[src/include/rst_pwr_pkg.sv]
// constants for the bridge reset and power-state sequencer
package rst_pwr_pkg;
  localparam int unsigned CLK_MHZ          = 125;
  localparam int unsigned SEC_RST_DELAY_US = 100;
  localparam int unsigned SEC_RST_DELAY_CYC = SEC_RST_DELAY_US * CLK_MHZ;
  localparam int unsigned CHIP_RST_CLKS    = 20;
  localparam int unsigned CHIP_RST_CYC     = CHIP_RST_CLKS - 4;
  localparam logic [7:0] BRIDGE_CTRL_OFS   = 8'h3E;
  localparam logic [7:0] DIAG_CTRL_OFS     = 8'h41;
  localparam logic [7:0] PM_CSR_OFS        = 8'hE0;
  localparam int unsigned SEC_BUS_RST_BIT  = 6;
  localparam int unsigned CHIP_RST_BIT     = 0;
  localparam logic [15:0] BRIDGE_CTRL_RST  = 16'h0000;
  localparam logic [7:0] DIAG_CTRL_RST     = 8'h00;
  localparam logic [1:0] PS_D0             = 2'h0;
  localparam logic [1:0] PS_D1             = 2'h1;
  localparam logic [1:0] PS_D2             = 2'h2;
  localparam logic [1:0] PS_D3HOT          = 2'h3;
  typedef enum logic [3:0] {
    SR_POR   = 4'b0001,
    SR_MASK  = 4'b0010,
    SR_HOLD  = 4'b0100,
    SR_DELAY = 4'b1000
  } sec_rst_state_t;
endpackage

[src/design/bridge_reset_power_state.sv]
// reset and power-state sequencer of a pci-to-pci bridge
// Operation
// d3hot stops secondary clocks when pin allows
// writes requesting d1 or d2 are ignored
// d3hot to d0 does chip reset, no bus reset
// d3cold return is a full power-up reset
// primary reset tristates all, resets registers; secondary ad/cbe/par are driven low instead
// primary reset synchronised into the clock domain
// primary release shifts mask, then 100 us
// bridge control bit 6 drives secondary reset
// chip reset bit also sets bit 6
// chip reset releases after 100 us if clear
// hold reset until bit cleared and mask in
// reset tristates controls, drives data lines low
// secondary reset flushes all transaction buffers
// config access stays alive during bit reset
// chip reset resets state and sets bit 6
// chip reset bit self-clears within 20 clocks
// no response to accesses during chip reset
// power events are not forwarded
// delay counter runs on primary clock
`timescale 1ns/1ps
`default_nettype none
module bridge_reset_power_state
  import rst_pwr_pkg::*;
#(
  parameter int unsigned DELAY_CYC = SEC_RST_DELAY_CYC
) (
  input  wire logic        clk,                // primary clock
  input  wire logic        nrst,               // power-up reset, active low
  input  wire logic        pri_rst_n,          // primary reset pin, async
  input  wire logic        clock_stop_enable_pin, // lets d3hot stop clocks
  input  wire logic        mask_done,          // clock mask shift complete
  input  wire logic        cfg_wr,             // config write strobe
  input  wire logic        cfg_rd,             // config read strobe
  input  wire logic [7:0]  cfg_addr,           // config byte offset
  input  wire logic [15:0] cfg_wdata,          // config write data
  input  wire logic [1:0]  cfg_be,             // config byte enables
  output logic             cfg_ack,            // access answered
  output logic [15:0]      cfg_rdata,          // config read data
  output logic             mask_start,         // starts clock mask shift
  output logic             sec_rst_n,          // secondary bus reset
  output logic             sec_clk_en,         // secondary clocks run
  output logic             pri_sig_oe_n,       // primary drivers off, low=on
  output logic             sec_ctl_oe_n,       // secondary controls + grants
  output logic             sec_ad_force_low,   // ad/cbe/par driven low
  output logic             sec_cmd_byte_en_n_oe_n, // cbe drive enable
  output logic             buf_flush,          // flush posted/delayed bufs
  output logic             chip_rst_busy,      // internal chip reset
  output logic             power_event_n_oe_n  // never driven
);
  // elaboration-time refusal of a delay the counter cannot hold
  if (DELAY_CYC < 1) begin : g_bad_delay
    $error("DELAY_CYC must be at least one");
  end

  logic        prst_s1_r, prst_s2_r;
  logic [15:0] bctl_r, bctl_nxt;
  logic [7:0]  diag_r, diag_nxt;
  logic [1:0]  pstate_r, pstate_nxt;
  logic [4:0]  chip_cnt_r;
  logic        chip_act_r;
  logic [$clog2(DELAY_CYC+1)-1:0] dly_r;
  sec_rst_state_t st_r, st_nxt;
  logic        sec_rst_n_r, mask_start_r, ack_r;
  logic [15:0] rdata_r;

  // two-flop sync of the asynchronous primary reset pin
  always_ff @(posedge clk) begin
    if (!nrst) begin
      prst_s1_r <= 1'b0;
      prst_s2_r <= 1'b0;
    end else begin
      prst_s1_r <= pri_rst_n;
      prst_s2_r <= prst_s1_r;
    end
  end

  wire pri_rst   = !prst_s2_r;
  wire sel_bctl  = cfg_addr == BRIDGE_CTRL_OFS;
  wire sel_diag  = cfg_addr == DIAG_CTRL_OFS;
  wire sel_pm    = cfg_addr == PM_CSR_OFS;
  // chip reset blocks every access, bit reset does not
  wire acc_ok    = !chip_act_r && !pri_rst; // see R14
  wire wr_ok     = cfg_wr && acc_ok;
  wire wr_bctl   = wr_ok && sel_bctl && cfg_be[1];
  wire wr_diag   = wr_ok && sel_diag && cfg_be[0];
  wire chip_go   = wr_diag && cfg_wdata[CHIP_RST_BIT];
  wire wr_pm     = wr_ok && sel_pm && cfg_be[0];
  wire ps_req_ok = cfg_wdata[1:0] == PS_D0 || cfg_wdata[1:0] == PS_D3HOT;
  wire wake      = wr_pm && pstate_r == PS_D3HOT &&
                   cfg_wdata[1:0] == PS_D0;
  wire chip_trig = chip_go || wake;
  wire bus_bit   = bctl_r[SEC_BUS_RST_BIT];

  always_comb begin
    bctl_nxt = bctl_r;
    if (wr_bctl) begin
      bctl_nxt[15:8] = cfg_wdata[15:8];
    end
    if (sel_bctl && wr_ok && cfg_be[0]) begin
      bctl_nxt[7:0] = cfg_wdata[7:0];
    end
    if (chip_go) begin
      bctl_nxt = BRIDGE_CTRL_RST;
      bctl_nxt[SEC_BUS_RST_BIT] = 1'b1; // see R09
    end else if (wake) begin
      bctl_nxt = BRIDGE_CTRL_RST;
    end
  end

  always_comb begin
    diag_nxt = diag_r;
    if (chip_trig) begin
      diag_nxt = DIAG_CTRL_RST;
      diag_nxt[CHIP_RST_BIT] = chip_go;
    end else if (wr_diag) begin
      diag_nxt[7:1] = cfg_wdata[7:1];
    end
    if (chip_act_r && chip_cnt_r == 5'(CHIP_RST_CYC)) begin
      diag_nxt[CHIP_RST_BIT] = 1'b0;
    end
  end

  always_comb begin
    pstate_nxt = pstate_r;
    if (wake) begin
      pstate_nxt = PS_D0;
    end else if (wr_pm && ps_req_ok) begin
      pstate_nxt = cfg_wdata[1:0];
    end
  end

  // power-up and primary reset share one path: a full initialisation
  wire hard_rst = !nrst || pri_rst; // see R04

  always_ff @(posedge clk) begin
    if (hard_rst) begin
      bctl_r   <= BRIDGE_CTRL_RST;
      diag_r   <= DIAG_CTRL_RST;
      pstate_r <= PS_D0;
    end else begin
      bctl_r   <= bctl_nxt;
      diag_r   <= diag_nxt;
      pstate_r <= pstate_nxt;
    end
  end

  // internal chip reset window, well inside 20 clocks of the write
  always_ff @(posedge clk) begin
    if (hard_rst) begin
      chip_act_r <= 1'b0;
      chip_cnt_r <= 5'h00;
    end else if (chip_trig) begin
      chip_act_r <= 1'b1;
      chip_cnt_r <= 5'h00;
    end else if (chip_act_r) begin
      chip_cnt_r <= chip_cnt_r + 5'h01;
      if (chip_cnt_r == 5'(CHIP_RST_CYC)) begin
        chip_act_r <= 1'b0;
      end
    end
  end

  // secondary reset sequencer; wake from d3hot skips it entirely
  always_comb begin
    st_nxt = st_r;
    unique case (st_r)
      SR_POR:   if (!pri_rst) st_nxt = SR_MASK;
      SR_MASK:  if (mask_done) st_nxt = SR_HOLD;
      SR_HOLD:  if (!bus_bit && !chip_act_r) st_nxt = SR_DELAY;
      SR_DELAY: begin
        if (bus_bit || chip_go) begin
          st_nxt = SR_HOLD;
        end else if (dly_r == '0) begin
          st_nxt = SR_HOLD;
        end
      end
      default:  st_nxt = SR_POR;
    endcase
    if (pri_rst) st_nxt = SR_POR;
  end

  wire rel_now = st_r == SR_DELAY && dly_r == '0 && !bus_bit && !chip_go;
  // next reset level: bus parking follows it on the same edge
  wire sec_rst_set   = pri_rst || bus_bit || chip_go; // see R07 see R08
  wire sec_rst_n_nxt = sec_rst_set ? 1'b0 :
                       rel_now     ? 1'b1 : sec_rst_n_r;

  always_ff @(posedge clk) begin
    if (!nrst) begin
      st_r        <= SR_POR;
      sec_rst_n_r <= 1'b0;
      dly_r       <= '0;
    end else begin
      st_r <= st_nxt;
      sec_rst_n_r <= sec_rst_n_nxt;
      if (st_nxt == SR_DELAY && st_r != SR_DELAY) begin
        // 100 us at the primary clock rate
        dly_r <= ($clog2(DELAY_CYC+1))'(DELAY_CYC - 1);
      end else if (dly_r != '0) begin
        dly_r <= dly_r - 1'b1;
      end
    end
  end

  always_ff @(posedge clk) begin
    if (!nrst) begin
      mask_start_r <= 1'b0;
    end else begin
      mask_start_r <= st_r == SR_POR && !pri_rst;
    end
  end

  wire [15:0] rd_mux = sel_bctl ? bctl_r :
                       sel_diag ? {8'h00, diag_r} :
                       sel_pm   ? {14'h0000, pstate_r} : 16'h0000;

  always_ff @(posedge clk) begin
    if (!nrst) begin
      ack_r   <= 1'b0;
      rdata_r <= 16'h0000;
    end else begin
      ack_r   <= (cfg_wr || cfg_rd) && acc_ok;
      rdata_r <= (cfg_rd && acc_ok) ? rd_mux : 16'h0000;
    end
  end

  // taken from the next level so control drivers let go with the reset edge
  wire sec_in_rst = !sec_rst_n_nxt;
  // clocks stop during primary reset, and in d3hot only if the strap pin allows it
  wire clk_stop   = pstate_r == PS_D3HOT && clock_stop_enable_pin;

  always_ff @(posedge clk) begin
    if (!nrst) begin
      sec_clk_en             <= 1'b0;
      pri_sig_oe_n           <= 1'b1;
      sec_ctl_oe_n           <= 1'b1;
      sec_ad_force_low       <= 1'b1;
      sec_cmd_byte_en_n_oe_n <= 1'b0;
      buf_flush              <= 1'b1;
      chip_rst_busy          <= 1'b0;
      power_event_n_oe_n     <= 1'b1;
    end else begin
      sec_clk_en             <= !pri_rst && !clk_stop; // see R01
      pri_sig_oe_n           <= pri_rst || chip_act_r; // see R05
      sec_ctl_oe_n           <= pri_rst || chip_act_r || sec_in_rst;
      sec_ad_force_low       <= sec_in_rst;
      sec_cmd_byte_en_n_oe_n <= !sec_in_rst && (pri_rst || chip_act_r);
      buf_flush              <= sec_in_rst || chip_act_r;
      chip_rst_busy          <= chip_act_r;
      power_event_n_oe_n     <= 1'b1;
    end
  end

  assign cfg_ack    = ack_r;
  assign cfg_rdata  = rdata_r;
  assign mask_start = mask_start_r;
  assign sec_rst_n  = sec_rst_n_r;
endmodule
`default_nettype wire

[config.mk]
export PLATFORM = sky130hd
export DESIGN_NAME = bridge_reset_power_state
export DESIGN_NICKNAME = d
export VERILOG_FILES = /design/src/include/rst_pwr_pkg.sv /design/src/design/bridge_reset_power_state.sv
export SDC_FILE = /design/constraint.sdc
export NUM_CORES = 1
export LEC_CHECK = 0
export BUFFER_PORTS_ARGS = -buffer_cell sky130_fd_sc_hd__clkbuf_2
export CAP_MARGIN = 10
export CORE_ASPECT_RATIO = 0.6
export CORE_UTILIZATION = 50
export CTS_BUF_LIST = sky130_fd_sc_hd__clkbuf_16
export DETAILED_ROUTE_END_ITERATION = 7
export PLACE_DENSITY = 0.73
export SYNTH_ARGS = -nofsm -noshare
export SYNTH_HDL_FRONTEND = slang
export SYNTH_SLANG_ARGS = --single-unit
[constraint.sdc]
create_clock -name clk -period 5 [get_ports clk]
set_clock_uncertainty 0.05 [all_clocks]
set_input_delay 1 -clock clk [delete_from_list [all_inputs] [get_ports clk]]
set_output_delay 1 -clock clk [all_outputs]
set_load 0.03 [all_outputs]
==> run_results.csv, run 1 <==
group,metric,value,unit
global_routing,grt_pass1_wl,11.2,mm
clock_tree,cts_root_buffer,"clkbuf_16",
yosys,syn_inst,325,
yosys,synth_most_common_cell,"dfxtp_1",
floorplanning,die-area,6760,µm²
floorplanning,start_util,52.1,%
setup_path,path_buf_inv,1,
setup_path,critical_path_class,"in2reg",
route,wl,6.75,mm
floorplanning,num_rows,22,
setup_path,crit_arrival,3.05,ns
yosys,ys_warn_count,0,
timing,finalHoldViolCount,0,
timing,worst_slew_pin_slew,1.09,ns
final_layout,postLayoutCoreUtil,63.0,%
timing,timing.fmax,0.354,GHz
final_layout,drive_above_1_share,24.5,%
clock_tree,cts_resized,0,
yosys,async_flop_share,0,%
yosys,synth_xor_area_share,1.64,%
setup_path,timing.critical_path.cells,"clkbuf_2, or4b_2, nor4_1, a22o_1",
min_path,worst_hold_path_type,"reg2reg",
yosys,synth.area.mux_share,8.80,%
timing,finalCritPeriodShare,56.5,%
route,ant_nets,0,
yosys,yosys-top-cells-area,"dfxtp_1 (49%), mux2i_1 (8.1%), nor2_1 (4.9%), and2_1 (2.3%), a22o_1 (2.2%)",
clock_tree,holdBufCountCts,0,
power,vdd_drop_max,0.000269,V
floorplanning,io-pin-count,60,
outcome,status,"completed",
yosys,synth-simple-area-share,25.2,%
job,cap_violations,0,
global_routing,grt_pass1_vias,2343,
route,drc,0,
setup_path,cp_slowest_stage_delay,0.95,ns
floorplanning,die_width,105,µm
yosys,synth.yosys.seq_area_share,48.6,%
route,drtPass1Iterations,5,
setup_path,r2r_slack,2.50,ns
power,power_leakage,0.00147,µW
setup_path,crit_path_max_fanout,6,
global_routing,grt_max_degree,28,
place,port_buffers,58,
route,wl_per_cell,14.3,µm
setup_path,r2r_end,"sec_ctl_oe_n",
place,hpwl,4.75,mm
yosys,synth_top_area_share,48.6,%
final_layout,n_antenna_cell,0,
setup_path,crit_family,"simple AND/OR/NAND/NOR gates",
route,drtIter0Drc,128,
timing,period_needed,2.83,ns
timing,rsz0062_at_grt,"no",
yosys,post_synth_num_cell_types,57,
timing,tns,0,ns
timing,setup_violations,0,
place,gp_congestion,0.833,
yosys,netlist_top_cells_count,"dfxtp_1 (78), nor2_1 (42), mux2i_1 (26), nand2_1 (14), and2_1 (12)",
yosys,synth.avg_cell_area,9.88,µm²
min_path,holdPathEnd,"prst_s2_r",
yosys,synth_compound_area_share,10.5,%
global_routing,grt_antenna_before_repair,0,
timing,slew_headroom,26.8,%
setup_path,r2r-start,"dly_r[0]",
setup_path,crit_path_start_kind,"input port",
clock_tree,clk_path_buf_depth,2,
yosys,synth_area_leader_cell,"dfxtp_1",
route,vias,2542,
setup_path,rr_worst_depth,6,
clock_tree,clk_pin_slew,0.06,ns
setup_path,endpoint_kind,"flop",
yosys,synth_top_family_by_area,"simple AND/OR/NAND/NOR gates",
final_layout,area_delta_synth_final,20.9,%
clock_tree,numCtsBuffers,9,
clock_tree,post_cts_buffers,0,
clock_tree,worst_skew_pair.late_latency,0.33,ns
setup_path,required,5.22,ns
yosys,synth-edff-count,0,
min_path,min_from,"prst_s1_r",
clock_tree,cts_max_level,3,
final_layout,fillers,543,
min_path,min_delay_path_depth,1,
clock_tree,cts_tree,"done",
floorplanning,die_h,64.1,µm
setup_path,slowest_stage,"nor4_1",
final_layout,nets,420,
yosys,synthFlopType,"dfxtp_1",
timing,hold_ws,0.398,ns
timing,final_max_slew_viol_count,0,
power,power_density,463,nW/µm²
route,via_per_inst,5.39,
yosys,synthAdderAreaFrac,1.56,%
yosys,syn_area,3210,µm²
clock_tree,clock-sinks,78,
yosys,synth_nets,362,
global_routing,grt_usage,21.9,%
yosys,ys_seq_elements,78,
global_routing,overflow,0,
floorplanning,core_area,6170,µm²
[worst register-to-register path, delay by kind of cell (launching register included)]
family                     cells  cell delay, ns
AOI/OAI and AO/OA              1            0.16
adders and majority gates      1            0.21
DFF                            1            0.32
buffers and inverters          1            0.09
and+or+nand+nor                3            1.53
[how the worst max path moves through the flow]
| stage | from | end | slack, ns | cells past startpoint |
|---|---|---|---|---|
| floorplan | cfg_addr[3] | diag_r[1] | 2.27 | 4 |
| global placement | cfg_addr[3] | cfg_rdata[4] | 1.87 | 4 |
| detailed placement | cfg_addr[3] | cfg_rdata[2] | 1.86 | 4 |
| CTS | cfg_addr[3] | cfg_rdata[2] | 2.21 | 4 |
| global route | cfg_addr[3] | cfg_rdata[6] | 2.05 | 4 |
| finish | cfg_addr[3] | cfg_rdata[6] | 2.17 | 4 |
[final cells by class]
cell class | count | area [µm²] | area share (%)
clock buffers | 9 | 225 | 5.80
flip-flops and latches | 78 | 1560 | 40.2
repair buffers | 60 | 313 | 8.05
multi-input cells | 223 | 1540 | 39.7
inverters | 11 | 41.3 | 1.06
clock inverters | 7 | 97.6 | 2.51
well taps | 84 | 105 | 2.71
[placed cells by master (no fill, tap or decap), drive strengths merged, types with 9 or more instances in the layout]
| cell type | Yosys | final |
|---|---|---|
| a21oi | 11 | 11 |
| o31ai | 9 | 9 |
| and2 | 12 | 12 |
| clkbuf | 6 | 67 |
| or4 | 9 | 9 |
| nand2 | 14 | 14 |
| mux2i | 26 | 26 |
| inv | 11 | 12 |
| nor2 | 42 | 42 |
| nor3 | 9 | 9 |
| dfxtp | 78 | 78 |
[stage by stage]
stage	setup slack [ns]	instances	area [µm²]	power [µW]
after CTS	2.21	471	3870	1810
after global routing	2.05	472	3880	1900
final	2.17	472	3880	1800
after detailed placement	1.86	455	3550	1110
after global placement	1.87	455	3550	1090
after floorplan	2.27	325	3210	1030
[report_power, final]
part	internal, µW	switching (µW)	total (µW)
Clock	438	258	696
Sequential	668	46.0	714
Combinational	171	218	388
Total	1280	522	1800
[sequential cells by signal (all words and copies together), names as in the netlist]
signal                  cells
sec_ctl_oe_n                1
chip_rst_busy               1
cfg_rdata                  16
sec_clk_en                  1
pri_sig_oe_n                1
dly_r                      14
prst_s1_r                   1
prst_s2_r                   1
buf_flush                   1
st_r                        4
sec_ad_force_low            1
chip_act_r                  1
sec_rst_n                   1
mask_start                  1
chip_cnt_r                  5
sec_cmd_byte_en_n_oe_n      1
diag_r                      8
cfg_ack                     1
bctl_r                     16
pstate_r                    2
[kinds of logic after synthesis]
logic type      after synthesis
simple gates                135
other cells                   1
fa+ha+maj                     4
mux                          28
xor+xnor                      6
compound gates               49
flops                        78
buf+inv                      24
[routing by layer]
metal	track usage, %	vias to the layer above	wire length (µm)
met2	30.8	74	2810
li1	-	1297	-
met3	7.04	7	419
met1	31.2	1164	3420
met4	7.39	0	104
met5	0	-	0
Note: power is estimated with default switching activity, not from simulation.
==> inputs of run 2 (changes only) <==
--- a/config.mk
+++ b/config.mk
@@ -5,6 +5,7 @@
 export SDC_FILE = /design/constraint.sdc
 export NUM_CORES = 1
 export LEC_CHECK = 0
+export ABC_AREA = 1
 export BUFFER_PORTS_ARGS = -buffer_cell sky130_fd_sc_hd__clkbuf_2
 export CAP_MARGIN = 10
 export CORE_ASPECT_RATIO = 0.6
==> constraint.sdc (replaced) <==
create_clock -name clk -period 2.7 [get_ports clk]
set_clock_uncertainty 0.05 [all_clocks]
set_input_delay 0.54 -clock clk [delete_from_list [all_inputs] [get_ports clk]]
set_output_delay 0.54 -clock clk [all_outputs]
set_load 0.03 [all_outputs]
==> run 2 against run 1 <==
Against the previous run: non-clock buffer count unchanged; worst hold slack got worse by 0.056 ns; highest routed layer unchanged; clock power increased by 91%; sequential share of layout area decreased by 1.4 points; area after synthesis increased by 5.8%; design area increased by 3.7%; wire length increased by 14%; largest power group is now the clock network; setup slack got worse by 1.3 ns; die area increased by 5.7%; largest cell class unchanged; first-iteration DRC count increased by 53%; register-to-register slack got worse by 1.6 ns; synthesized cell count increased by 35%.
==> run_results.csv, run 2 <==
group,metric,value,unit
power,power_density,866,nW/µm²
final_layout,n_antenna_cell,0,
setup_path,crit_arrival,1.95,ns
timing,timing.fmax,0.556,GHz
yosys,synth-edff-count,0,
yosys,syn_area,3400,µm²
power,seq_power_share,37.9,%
min_path,worst_hold_path_type,"in2reg",
power,vdd_drop_max,0.000496,V
floorplanning,core_area,6330,µm²
place,gp_congestion,0.972,
power,p_sw_share,30.7,%
power,combinationalPowerShare,24.0,%
clock_tree,holdBufCountCts,0,
setup_path,crit_path_max_fanout,27,
power,p_total,3490,µW
global_routing,grt_max_degree,28,
final_layout,area_delta_synth_final,18.4,%
yosys,synth_nets,477,
yosys,ys_warn_count,0,
timing,finalCritPeriodShare,66.6,%
job,cap_violations,0,
floorplanning,die_width,108,µm
timing,final_max_slew_viol_count,0,
clock_tree,numCtsBuffers,9,
outcome,status,"completed",
power,p_switching,1070,µW
yosys,ys_seq_elements,78,
global_routing,overflow,0,
floorplanning,start_util,53.7,%
clock_tree,clock-sinks,78,
yosys,async_flop_share,0,%
floorplanning,num_rows,22,
setup_path,endpoint_kind,"flop",
route,wl_per_cell,13.1,µm
global_routing,grt_antenna_before_repair,0,
route,ant_nets,0,
final_layout,postLayoutCoreUtil,63.6,%
yosys,synth_area_leader_cell,"dfxtp_1",
timing,setup_violations,0,
yosys,synth_most_common_cell,"nand2_1",
final_layout,final_cell_mix,"nand2_1 (91), dfxtp_1 (78), clkbuf_2 (58)",
final_layout,layout_commonest_cell,"nand2_1",
yosys,synth.yosys.seq_area_share,45.9,%
timing,finalHoldViolCount,0,
setup_path,crit_start,"chip_act_r",
yosys,post_synth_num_cell_types,35,
route,drtPass1Iterations,5,
timing,setup_ws,0.902,ns
power,clockPowerShare,38.1,%
floorplanning,die_h,65.9,µm
timing,period_needed,1.80,ns
route,via_per_inst,5.11,
clock_tree,cts_max_level,3,
power,p_int,2410,µW
route,wl,7.68,mm
setup_path,crit_path_start_kind,"flop",
global_routing,grt_pass1_vias,2821,
final_layout,drive_above_1_share,18.7,%
route,drtIter0Drc,196,
setup_path,critical_path_class,"reg2reg",
yosys,synthFlopType,"dfxtp_1",
global_routing,grt_usage,24.0,%
clock_tree,post_cts_buffers,0,
yosys,synth_top_area_share,45.9,%
clock_tree,clk_pin_slew,0.06,ns
place,hpwl,5.62,mm
power,power_leakage,0.00178,µW
timing,tns,0,ns
final_layout,nets,537,
clock_tree,clk_path_buf_depth,2,
global_routing,grt_pass1_wl,13.0,mm
floorplanning,io-pin-count,60,
route,drc,0,
setup_path,required,2.85,ns
setup_path,r2r-start,"chip_act_r",
yosys,yosys-top-cells-area,"dfxtp_1 (46%), nand2_1 (10%), nand3_1 (7.1%), inv_1 (6.0%), nor2_1 (6.0%)",
clock_tree,worst_skew_pair.late_latency,0.33,ns
min_path,min_from,"pri_rst_n",
yosys,syn_inst,440,
place,place_ws,0.817,ns
timing,rsz0062_at_grt,"no",
route,vias,2995,
floorplanning,die-area,7140,µm²
yosys,netlist_top_cells_count,"nand2_1 (91), dfxtp_1 (78), inv_1 (54), nor2_1 (54), nand3_1 (48)",
clock_tree,cts_root_buffer,"clkbuf_16",
yosys,synth.avg_cell_area,7.73,µm²
clock_tree,cts_tree,"done",
place,port_buffers,58,
clock_tree,cts_resized,0,
[run 2: power groups by stage]
| stage | combinational, µW | clock [µW] | sequential, µW |
|---|---|---|---|
| 2_1_floorplan | 632 | 0 | 1320 |
| 3_3_place_gp | 780 | 0 | 1340 |
| 3_5_place_dp | 803 | 0 | 1340 |
| 4_1_cts | 813 | 1340 | 1320 |
| 5_1_grt | 951 | 1390 | 1330 |
| 6_report | 837 | 1330 | 1320 |
[run 2: cells by family (layout without fill, tap and decap cells)]
kind of cell	Yosys count	in the layout	synth area share, %
AO/OA/AOI/OAI	45	45	6.92
XOR/XNOR	9	9	2.32
flip-flops	78	78	45.9
adder cells (fa/ha/maj)	4	4	1.47
other	1	1	0.110
AND/OR/NAND/NOR	234	234	33.5
buffers and inverters	69	131	9.79
[run 2: cell type report]
| class | count | area, µm² |
|---|---|---|
| inverters | 58 | 225 |
| clock inverters | 4 | 98.8 |
| clock buffers | 9 | 225 |
| fillers | 558 | 2300 |
| well taps | 84 | 105 |
| flip-flops and latches | 78 | 1560 |
| repair buffers | 60 | 305 |
| multi-input cells | 293 | 1510 |
[run 2: worst max-delay path: stages, from the launching register on]
cell	delay, ns
dfxtp_1	0.46
inv_8	0.15
nand3_4	0.11
nor2_8	0.32
nand4_4	0.19
nand3_4	0.28
a21oi_1	0.09
[run 2: worst paths after layout]
path / endpoint / slack, ns / cells past startpoint
setup / recovery: bctl_r[8] / 0.90 / 6
hold / removal: prst_s1_r / 0.34 / 3
setup reg to reg: bctl_r[8] / 0.90 / 6
hold reg to reg: prst_s2_r / 0.37 / 2
[run 2: metrics by stage]
step | cell area (µm²) | cells | hold slack [ns]
6_report | 4030 | 586 | 0.342
5_1_grt | 4030 | 586 | 0.351
4_1_cts | 4030 | 586 | 0.332
3_5_place_dp | 3700 | 573 | 0.365
3_3_place_gp | 3700 | 573 | 0.348
2_1_floorplan | 3400 | 440 | 0.340
[run 2: routing by layer]
layer / track usage, % / share of wire (%) / vias to the layer above / routed length (µm)
met1: 32.3 / 50 / 1341 / 3850
met5: 0 / 0 / - / 0
met2: 35.8 / 41 / 116 / 3110
met4: 6.08 / 0.82 / 0 / 63
met3: 9.46 / 8.5 / 5 / 654
li1: - / - / 1533 / -
==> inputs of run 3 (changes only) <==
--- a/config.mk
+++ b/config.mk
@@ -5,7 +5,7 @@
 export SDC_FILE = /design/constraint.sdc
 export NUM_CORES = 1
 export LEC_CHECK = 0
-export ABC_AREA = 1
+export ABC_AREA = 0
 export BUFFER_PORTS_ARGS = -buffer_cell sky130_fd_sc_hd__clkbuf_2
 export CAP_MARGIN = 10
 export CORE_ASPECT_RATIO = 0.6
==> constraint.sdc (replaced) <==
create_clock -name clk -period 1.78 [get_ports clk]
set_clock_uncertainty 0.05 [all_clocks]
set_input_delay 0.356 -clock clk [delete_from_list [all_inputs] [get_ports clk]]
set_output_delay 0.356 -clock clk [all_outputs]
set_load 0.03 [all_outputs]
==> run 3 against run 2 <==
Against the previous run: the flow now finishes with violations (negative setup slack); fmax shrank 13%; total power grew 76%; setup slack lost 1.2 ns; wire length grew 9.3%; worst hold slack lost 0.17 ns; critical path type unchanged; critical endpoint is now dly_r[7]; largest cell class is now multi-input combinational cells.
==> run_results.csv, run 3 (synthesis gave the netlist of run 1 again) <==
group,metric,value,unit
global_routing,overflow,0,
setup_path,crit_path_max_fanout,2,
setup_path,crit_path_start_kind,"flop",
floorplanning,die_width,105,µm
place,post_dp_cell_area,4030,µm²
setup_path,crit_arrival,2.28,ns
timing,final_max_slew_viol_count,0,
power,combinationalPowerShare,35.4,%
power,vdd_drop_max,0.000652,V
timing,rsz0062_at_grt,"yes",
clock_tree,holdBufCountCts,0,
job,cap_violations,0,
timing,timing.fmax,0.482,GHz
clock_tree,clock-sinks,78,
final_layout,nets,482,
setup_path,timing.critical_path.cells,"or4_4, buf_6, or4_4, or3_4, a31oi_1",
setup_path,critical_path_class,"reg2reg",
route,drtIter0Drc,186,
route,wl_per_cell,15.7,µm
route,wl,8.40,mm
route,drc,0,
clock_tree,cts_max_level,3,
setup_path,crit_top_cell,"or4_4",
power,clockPowerShare,32.3,%
setup_path,slowest_stage,"or4_4",
place,hpwl,5.83,mm
floorplanning,io-pin-count,60,
place,port_buffers,58,
route,ant_nets,0,
power,p_int,4280,µW
outcome,status,"finished with violations",
power,p_switching,1840,µW
timing,period_needed,2.08,ns
final_layout,postLayoutCellArea,4570,µm²
route,via_per_inst,5.51,
power,power_leakage,0.00183,µW
floorplanning,core_area,6170,µm²
floorplanning,num_rows,22,
global_routing,grt_antenna_before_repair,0,
clock_tree,cts_tree,"done",
floorplanning,die-area,6760,µm²
global_routing,grt_pass1_vias,2875,
timing,tns,-2.17,ns
final_layout,area_delta_synth_final,42.2,%
floorplanning,die_h,64.1,µm
place,gp_congestion,0.872,
final_layout,layout_commonest_cell,"dfxtp_1",
global_routing,grt_pass1_wl,13.8,mm
final_layout,final_cell_mix,"dfxtp_1 (71), buf_4 (60), clkbuf_2 (56)",
power,p_total,6130,µW
power,p_sw_share,30.0,%
setup_path,endpoint_kind,"flop",
clock_tree,cts_root_buffer,"clkbuf_16",
final_layout,n_antenna_cell,0,
final_layout,fin_cells,534,
floorplanning,start_util,52.1,%
final_layout,drive_above_1_share,43.1,%
outcome,violations,"negative setup slack",
power,power_density,1340,nW/µm²
global_routing,grt_max_degree,28,
setup_path,cp_slowest_stage_delay,0.55,ns
setup_path,required,1.99,ns
clock_tree,clk_pin_slew,0.06,ns
timing,finalCritPeriodShare,117,%
clock_tree,clk_path_buf_depth,2,
place,numPlacedInstances,509,
min_path,worst_hold_path_type,"in2reg",
global_routing,grt_usage,26.5,%
clock_tree,numCtsBuffers,9,
clock_tree,worst_skew_pair.late_latency,0.34,ns
timing,setup_ws,-0.297,ns
route,drtPass1Iterations,5,
timing,finalHoldViolCount,0,
route,vias,2941,
power,seq_power_share,32.3,%
timing,setup_violations,18,
[run 3: changes by cell type in the layout (fill, tap and decap cells not counted), sizes merged, moves of 9 or more]
cell / delta
inv: -45
a21oi: -23
or4: +9
nand4: -15
buf: +64
nand2: -79
mux2i: +26
nor2: -20
o31ai: +9
and2: +12
nand3: -50
[run 3: final cells by class]
| cell class | instances | area, µm² |
|---|---|---|
| clock inverter | 7 | 96.3 |
| sequential | 78 | 1570 |
| timing repair buffer | 122 | 811 |
| fill | 432 | 1600 |
| inverter | 11 | 46.3 |
| clock buffer | 9 | 225 |
| tap | 84 | 105 |
| multi-input combinational | 223 | 1710 |
[run 3: stage by stage]
stage | util, % | setup slack, ns | hold slack (ns)
after CTS | 72.0 | -0.250 | 0.165
after floorplan | - | -0.401 | 0.362
after global placement | 65.3 | -0.247 | 0.373
after global routing | 74.1 | -0.304 | 0.177
after detailed placement | 65.3 | -0.286 | 0.378
final | 74.1 | -0.297 | 0.170
[run 3: final timing paths]
| check | from | endpoint | slack, ns | depth (start not counted) |
|---|---|---|---|---|
| min | clock_stop_enable_pin | sec_clk_en | 0.17 | 2 |
| max | dly_r[3] | dly_r[7] | -0.30 | 5 |
| max reg2reg | dly_r[3] | dly_r[7] | -0.30 | 5 |
| min reg2reg | prst_s1_r | prst_s2_r | 0.40 | 1 |
[run 3: power groups by stage]
stage	sequential [µW]	combinational [µW]	clock (µW)
floorplan	2020	1030	0
global placement	1990	1580	0
detailed placement	2000	1650	0
CTS	1970	1930	1990
global route	1980	2310	2070
finish	1980	2170	1980
[run 3: critical path, delay by kind of cell (launching register included)]
kind	cells	cell delay [ns]
AOI/OAI and AO/OA	1	0.20
buffers and inverters	1	0.14
DFF	1	0.32
and+or+nand+nor	3	1.30
[run 3: metal layers]
metal  GRT usage, %  vias up  part of all wire (%)
met4           8.10        0                   1.3
met5              0        -                     0
met1           34.6     1407                    47
met3           7.24       14                   5.4
li1               -     1422                     -
met2           43.0       98                    47
[run 3: repair_timing]
item                       in CTS  in global routing
setup endpoints to repair      19                 24
cloned                          0                  0
gates resized for setup        17                 24
setup buffers                   5                  4
pin swaps                      14                 12
